File: src/design/disp_write_defines.vh
`ifndef DISP_WRITE_DEFINES_VH
`define DISP_WRITE_DEFINES_VH

// =====================================================================
// control word field positions
`define CW_BURST_BIT 7
`define CW_FONT_BIT 6
`define CW_NODEC_BIT 5
`define CW_RUN_BIT 4
`define CW_BANK_BIT 3
`define CW_ADDR_MSB 2
`define CW_ADDR_LSB 0

// =====================================================================
// reset values and sizes
`define CW_RESET 8'h10
`define DIGIT_COUNT 4'h8
`define BURST_LAST 3'h7
`define SYNC_WIDTH 10

`endif

File: src/design/pin_sync3.v
`timescale 1ns/1ns

// =====================================================================
// three-stage pin synchroniser with agreement filter
module pin_sync3 #(
  parameter WIDTH = 10
) (
  // clock and reset
  input wire clk,
  input wire resetn,
  // pin side
  input wire [WIDTH-1:0] pin_in,
  // clock domain side
  output wire [WIDTH-1:0] pin_stable
);

  genvar gi;

  // one chain per bit; stage one feeds stage two only
  generate
    for (gi = 0; gi < WIDTH; gi = gi + 1) begin : g_bit
      reg s1_r;
      reg s2_r;
      reg s3_r;
      reg stable_r;
      always @(posedge clk or negedge resetn) begin
        if (!resetn) begin
          s1_r <= 1'b0;
          s2_r <= 1'b0;
          s3_r <= 1'b0;
          stable_r <= 1'b0;
        end else begin
          s1_r <= pin_in[gi];
          s2_r <= s1_r;
          s3_r <= s2_r;
          if (s2_r == s3_r) begin
            stable_r <= s3_r; // change counts once two stages agree
          end
        end
      end
      assign pin_stable[gi] = stable_r;
    end
  endgenerate

endmodule

File: src/design/display_driver_write_port.v
`timescale 1ns/1ns
`include "disp_write_defines.vh"

// Contract
// - mode high loads control, low loads RAM
// - control line four low shuts display down
// - data lines zero to six are bits one-seven
// - burst flag low: lines two-zero address digit
// - line three picks bank A/B, decode only
// - line six high hex font, low BCD
// - line five high selects no-decode segments
// - capture on rising edge of write strobe
// - line seven high announces sequential data
// - data line seven is decimal point bit
module display_driver_write_port (
  // clock and reset
  input wire clk,
  input wire resetn,
  // host bus pins
  input wire host_bus_line0,
  input wire host_bus_line1,
  input wire host_bus_line2,
  input wire host_bus_line3,
  input wire host_bus_line4,
  input wire host_bus_line5,
  input wire host_bus_line6,
  input wire host_bus_line7,
  input wire mode_select,
  input wire write_strobe,
  // digit view, same clock domain
  input wire [2:0] view_digit,
  // control state
  output reg [7:0] control_word_r,
  output reg font_select_r,
  output reg no_decode_r,
  output reg display_on_r,
  output reg bank_a_r,
  output reg burst_busy_r,
  // decoded view of one digit: dp, g..a
  output reg [7:0] view_segments_r
);

  // ===================================================================
  // pin synchronisation
  wire [9:0] pins_raw;
  wire [9:0] pins_s;
  wire [7:0] bus_s;
  wire mode_s;
  wire wr_s;

  assign pins_raw = {write_strobe, mode_select, host_bus_line7, host_bus_line6,
                     host_bus_line5, host_bus_line4, host_bus_line3,
                     host_bus_line2, host_bus_line1, host_bus_line0};

  pin_sync3 #(
    .WIDTH(`SYNC_WIDTH)
  ) u_sync (
    .clk(clk),
    .resetn(resetn),
    .pin_in(pins_raw),
    .pin_stable(pins_s)
  );

  assign bus_s = pins_s[7:0];
  assign mode_s = pins_s[8];
  assign wr_s = pins_s[9];

  // ===================================================================
  // write strobe edge detection
  reg wr_d_r;
  wire wr_rise;

  // bus and strobe share the pipeline, so data seen here matches the edge
  assign wr_rise = wr_s & ~wr_d_r;

  always @(posedge clk or negedge resetn) begin
    if (!resetn) begin
      wr_d_r <= 1'b0;
    end else begin
      wr_d_r <= wr_s;
    end
  end

  // ===================================================================
  // entry state machine
  localparam ST_SINGLE = 2'b00;
  localparam ST_BURST = 2'b01;
  localparam ST_IDLE = 2'b10;

  reg [1:0] state_r;
  reg [1:0] state_nxt;
  reg [2:0] wr_ptr_r;
  reg [2:0] wr_ptr_nxt;
  reg ctrl_wr;
  reg ram_wr;

  // route each captured write and advance the digit pointer
  always @* begin
    state_nxt = state_r;
    wr_ptr_nxt = wr_ptr_r;
    ctrl_wr = 1'b0;
    ram_wr = 1'b0;
    if (wr_rise) begin
      if (mode_s) begin
        ctrl_wr = 1'b1;
        if (bus_s[`CW_BURST_BIT]) begin
          state_nxt = ST_BURST;
          wr_ptr_nxt = 3'h0;
        end else begin
          state_nxt = ST_SINGLE;
          wr_ptr_nxt = bus_s[`CW_ADDR_MSB:`CW_ADDR_LSB];
        end
      end else begin
        case (state_r)
          ST_BURST: begin
            ram_wr = 1'b1;
            if (wr_ptr_r == `BURST_LAST) begin
              state_nxt = ST_IDLE;
            end else begin
              wr_ptr_nxt = wr_ptr_r + 3'h1;
            end
          end
          ST_SINGLE: begin
            ram_wr = 1'b1;
          end
          default: begin
            ram_wr = 1'b0; // burst complete, extra data dropped
          end
        endcase
      end
    end
  end

  always @(posedge clk or negedge resetn) begin
    if (!resetn) begin
      state_r <= ST_SINGLE;
      wr_ptr_r <= 3'h0;
    end else begin
      state_r <= state_nxt;
      wr_ptr_r <= wr_ptr_nxt;
    end
  end

  // ===================================================================
  // control word and decoded fields
  always @(posedge clk or negedge resetn) begin
    if (!resetn) begin
      control_word_r <= `CW_RESET;
      font_select_r <= 1'b0;
      no_decode_r <= 1'b0;
      display_on_r <= 1'b1;
      bank_a_r <= 1'b0;
      burst_busy_r <= 1'b0;
    end else begin
      if (ctrl_wr) begin
        control_word_r <= bus_s;
        font_select_r <= bus_s[`CW_FONT_BIT];
        no_decode_r <= bus_s[`CW_NODEC_BIT];
        display_on_r <= bus_s[`CW_RUN_BIT];
        bank_a_r <= bus_s[`CW_BANK_BIT];
      end
      burst_busy_r <= (state_nxt == ST_BURST);
    end
  end

  // ===================================================================
  // display RAM: two banks of eight digit bytes
  reg [7:0] ram_a [0:7];
  reg [7:0] ram_b [0:7];
  wire wr_bank_a;
  integer i;

  // no-decode always works on bank A
  assign wr_bank_a = bank_a_r | no_decode_r;

  // byte bit n holds data bit n+1, top bit is the decimal point
  always @(posedge clk or negedge resetn) begin
    if (!resetn) begin
      for (i = 0; i < 8; i = i + 1) begin
        ram_a[i] <= 8'h00;
        ram_b[i] <= 8'h00;
      end
    end else if (ram_wr) begin
      if (wr_bank_a) begin
        ram_a[wr_ptr_r] <= bus_s;
      end else begin
        ram_b[wr_ptr_r] <= bus_s;
      end
    end
  end

  // ===================================================================
  // character fonts, segments g..a
  function [6:0] hex_font;
    input [3:0] code;
    begin
      case (code)
        4'h0: hex_font = 7'h3f;
        4'h1: hex_font = 7'h06;
        4'h2: hex_font = 7'h5b;
        4'h3: hex_font = 7'h4f;
        4'h4: hex_font = 7'h66;
        4'h5: hex_font = 7'h6d;
        4'h6: hex_font = 7'h7d;
        4'h7: hex_font = 7'h07;
        4'h8: hex_font = 7'h7f;
        4'h9: hex_font = 7'h6f;
        4'ha: hex_font = 7'h77;
        4'hb: hex_font = 7'h7c;
        4'hc: hex_font = 7'h39;
        4'hd: hex_font = 7'h5e;
        4'he: hex_font = 7'h79;
        default: hex_font = 7'h71;
      endcase
    end
  endfunction

  // digits, then dash, E, H, L, P and blank
  function [6:0] bcd_font;
    input [3:0] code;
    begin
      case (code)
        4'ha: bcd_font = 7'h40;
        4'hb: bcd_font = 7'h79;
        4'hc: bcd_font = 7'h76;
        4'hd: bcd_font = 7'h38;
        4'he: bcd_font = 7'h73;
        4'hf: bcd_font = 7'h00;
        default: bcd_font = hex_font(code);
      endcase
    end
  endfunction

  // ===================================================================
  // digit view: picks bank and translation from the control word
  reg [7:0] view_byte;
  reg [7:0] view_nxt;

  always @* begin
    if (bank_a_r | no_decode_r) begin
      view_byte = ram_a[view_digit];
    end else begin
      view_byte = ram_b[view_digit];
    end
    if (!display_on_r) begin
      view_nxt = 8'h00;
    end else if (no_decode_r) begin
      view_nxt = view_byte;
    end else if (font_select_r) begin
      view_nxt = {view_byte[7], hex_font(view_byte[3:0])};
    end else begin
      view_nxt = {view_byte[7], bcd_font(view_byte[3:0])};
    end
  end

  always @(posedge clk or negedge resetn) begin
    if (!resetn) begin
      view_segments_r <= 8'h00;
    end else begin
      view_segments_r <= view_nxt;
    end
  end

endmodule

File: config.mk
export PLATFORM = sky130hd
export DESIGN_NAME = display_driver_write_port
export DESIGN_NICKNAME = d
export VERILOG_FILES = /design/src/design/pin_sync3.v /design/src/design/display_driver_write_port.v
export VERILOG_INCLUDE_DIRS = /design/src /design/src/design
export SDC_FILE = /design/constraint.sdc
export NUM_CORES = 1
export LEC_CHECK = 0
export ABC_AREA = 1
export BUFFER_PORTS_ARGS = -buffer_cell sky130_fd_sc_hd__clkbuf_2
export CORE_ASPECT_RATIO = 0.8
export CORE_MARGIN = 3
export CORE_UTILIZATION = 40
export CTS_CLUSTER_DIAMETER = 120
export DETAILED_ROUTE_END_ITERATION = 6
export PLACE_DENSITY_LB_ADDON = 0.08
export SLEW_MARGIN = 20
export SYNTH_ARGS = -nofsm -noshare
export SYNTH_HDL_FRONTEND = slang
export SYNTH_SLANG_ARGS = --single-unit
File: constraint.sdc
create_clock -name clk -period 4.8 [get_ports clk]
set_clock_uncertainty 0.1 [all_clocks]
set_input_delay 0 -clock clk [delete_from_list [all_inputs] [get_ports clk]]
set_output_delay 0 -clock clk [all_outputs]
set_load 0.01 [all_outputs]
==> key figures <==
Outcome
  • Status: complete, no violations

Logic synthesis
  • Syn Inst Count: ~800
  • Post-Syn Area per Cell: between 9 and 10 sq um
  • EDFF count, synth: 0
  • Synthesized flop and latch total: between 150 and 200
  • Synth Warn #: 0
  • Cell Area, Synth: 0.00733 sq mm
  • Syn_nets: about 830
  • Synth async-reset ratio: 1.00
  • Most used DFF post-synth: dfrtp_1
  • Synth unique cells: 34
  • Post-synthesis sequential area ratio: 0.570

Clocking
  • Clock root buffer master: clkbuf_16
  • Clock Path Buffers: 2
  • Worst-path clk slew: 0.07 ns
  • CTS buffer count: 17
  • # clock sinks: between 150 and 200
  • Post-CTS Resized: 0
  • Hold buffers post-CTS: 11
  • Clock H-tree levels: 4
  • TritonCTS clock tree: done
  • Worst skew pair latency: between 0.4 and 0.5 ns
  • # Post-CTS Setup Buffers: 0

Critical path
  • Crit path max-delay cell type: clkbuf_2
  • CP top delay family: buffers and inverters
  • Reg2reg start: control_word_r[5]$_DFFE_PN0P_
  • Worst Reg2Reg Path Length in Cells: 11
  • Crit-path max FO: 33
  • Setup slack, reg-to-reg: 2.25 ns
  • Data arrival, critical path: between 2 and 3 ns
  • Reg-to-Reg End: view_segments_r[1]$_DFF_PN0_
  • Critical-path cell list: clkbuf_2, inv_2, nor2_1, o21ai_1, o211ai_1, nand3_1, nand2_1, inv_1, ha_1, o211ai_1, nand3_2, nand2_4, nand2_1, o21ai_1, a21oi_1
  • CP required: roughly 5.0 ns
  • Nature of the critical path endpoint: flip-flop
  • CP max stage delay: 0.59 ns
  • Buf/Inv on CP: 3
  • Critical path class: input port to flip-flop
  • Startpoint types: input port

Timing
  • Fin worst setup slack: between 2 and 2.5 ns
  • Final setup violation count: 0
  • Final Max Slew Viols: 0
  • Final Hold Violating Endpoints: 0
  • Max-slew headroom: 0.480
  • Setup TNS: 0 ns
  • Worst Max-Slew Pin Slew: slightly below 0.8 ns
  • Min Clock Period, post-route: 2.58 ns
  • RSZ-0062 raised after global routing: no
  • Peak Freq: 0.388 GHz
  • Final worst-path cycle share: 0.537

Die
  • Core Footprint: 0.0176 sq mm
  • Die Y-Extent: around 130 um
  • Die Footprint: 0.0200 sq mm
  • Die X: around 160 um
  • # IOs: 36
  • Initial core utilization: 0.415
  • Core Rows: 43

Routing
  • Drt first pass iters: 5
  • DRT antenna net count: 0
  • Drc violations: 0
  • Via count: approximately 5500
  • Vias per Instance: around 5.2
  • DR WL/cell: ~16 um
  • DR iter-0 viols: just under 600
  • Final wirelength: approximately 17000 um

Placement
  • Port Buf Inserts: 35
  • GP Congestion: about 0.93
  • Dpl hpwl: roughly 11000 um
  • Pre-CTS setup slack: between 1.5 and 2 ns

GRT
  • Tot GR Track Use: 0.188
  • Vias in the first global route: 5366
  • Initial antenna violation count: 0
  • Largest net degree at the start of global routing: 86
  • Remaining Overflow, GRT: 0
  • Global-route wire length before repair: ~29000 um

Power and ir drop
  • Power, Total: approximately 4.6 mW
  • Maximum vdd ir drop: between 0.15 and 0.2 mV
  • Leakage: between 3 and 4 nW
  • PwrDens: between 500 and 600 mW/mm^2

Finish
  • Storage cell area: about 0.0042 sq mm
  • Multi-input gate area: between 0.002 and 0.003 sq mm
  • Layout cell share with drive strength beyond 1: 0.128
  • Fillers: ~1700
  • Antenna diodes: 0
  • Syn-to-layout area delta: 12.6%
  • Fin nets: about 850

Run
  • Maxcap violations: 0

Min path
  • Worst Hold Class: input port to asynchronous set/reset pin
-- cell usage after synthesis (all sizes together) (5+ instances only) --
library cell / n / area share
nand2: 208 / 0.11
dfrtp: 166 / 0.57
o21ai: 152 / 0.10
inv: 61 / 0.032
nor2: 47 / 0.026
nand3: 37 / 0.033
clkbuf: 31 / 0.016
a21oi: 25 / 0.017
buf: 21 / 0.022
o211ai: 14 / 0.016
nor3: 13 / 0.011
maj3: 10 / 0.014
ha: 7 / 0.012
o22ai: 5 / 0.0043
-- report_power, final --
group,total (mW),switching [mW],internal [mW]
clock network,1.39,0.644,0.748
logic,1.15,0.728,0.420
registers,2.05,0.241,1.81
total,4.59,1.61,2.98
-- flip-flops by register name, indices dropped and copies added (netlist names) --
name,count
burst_busy_r,1
control_word_r,8
u_sync.g_bit.s3_r,10
wr_ptr_r,3
view_segments_r,8
ram_b,40
u_sync.g_bit.stable_r,10
u_sync.g_bit.s1_r,10
wr_d_r,1
state_r,2
ram_a,64
u_sync.g_bit.s2_r,10
-- metrics by stage --
step	hold slack (ns)	area, sq um	utilization	std cells
after CTS	0.0821	8250	0.468	1064
after global placement	0.00844	7540	0.427	1021
final	0.0986	8250	0.468	1064
after floorplan	-0.396	7330	-	810
after detailed placement	0.00964	7540	0.427	1021
after global routing	0.0941	8250	0.468	1064
-- layout by cell type, fill, tap and decap left out, types with 8 or more instances in the layout --
cell	synthesis	final
nand2_1	200	200
dfrtp_1	166	166
o21ai_0	144	144
inv_1	52	52
nor2_1	44	44
clkbuf_2	0	34
nand3_1	26	26
a21oi_1	25	25
clkbuf_16	0	17
o211ai_1	12	12
nand3_2	11	11
nor3_1	11	11
dlygate4sd3_1	0	11
maj3_1	10	10
inv_2	8	8
-- cells by family after synthesis --
family,after synthesis,synth area share
and+or+nand+nor,306,0.181
AOI/OAI and AO/OA,207,0.154
DFF,167,0.570
buffers and inverters,113,0.0690
adders and majority gates,17,0.0256
-- metal layers --
layer | global-route usage | wire length (um)
met4 | 0.0403 | 103
met5 | 0 | 0
met3 | 0.0417 | 762
met2 | 0.282 | 7740
met1 | 0.282 | 8740
-- area by class of cell --
cell class              count  share of cell area
clock buffers              17              0.0515
clock inverters            15              0.0212
inverters                  61              0.0280
multi-input cells         530               0.320
flip-flops and latches    167               0.507
well taps                 225              0.0341
repair buffers             49              0.0381
-- worst max-delay path by stage --
stage,cells past startpoint,to,start
floorplan,12,view_segments_r[1]$_DFF_PN0_,control_word_r[5]$_DFFE_PN0P_
global placement,15,view_segments_r[1]$_DFF_PN0_,view_digit[1]
detailed placement,15,view_segments_r[1]$_DFF_PN0_,view_digit[1]
CTS,11,view_segments_r[1]$_DFF_PN0_,control_word_r[5]$_DFFE_PN0P_
global route,13,view_segments_r[3]$_DFF_PN0_,view_digit[1]
finish,15,view_segments_r[1]$_DFF_PN0_,view_digit[1]
Note: power is estimated with default switching activity, not from simulation.
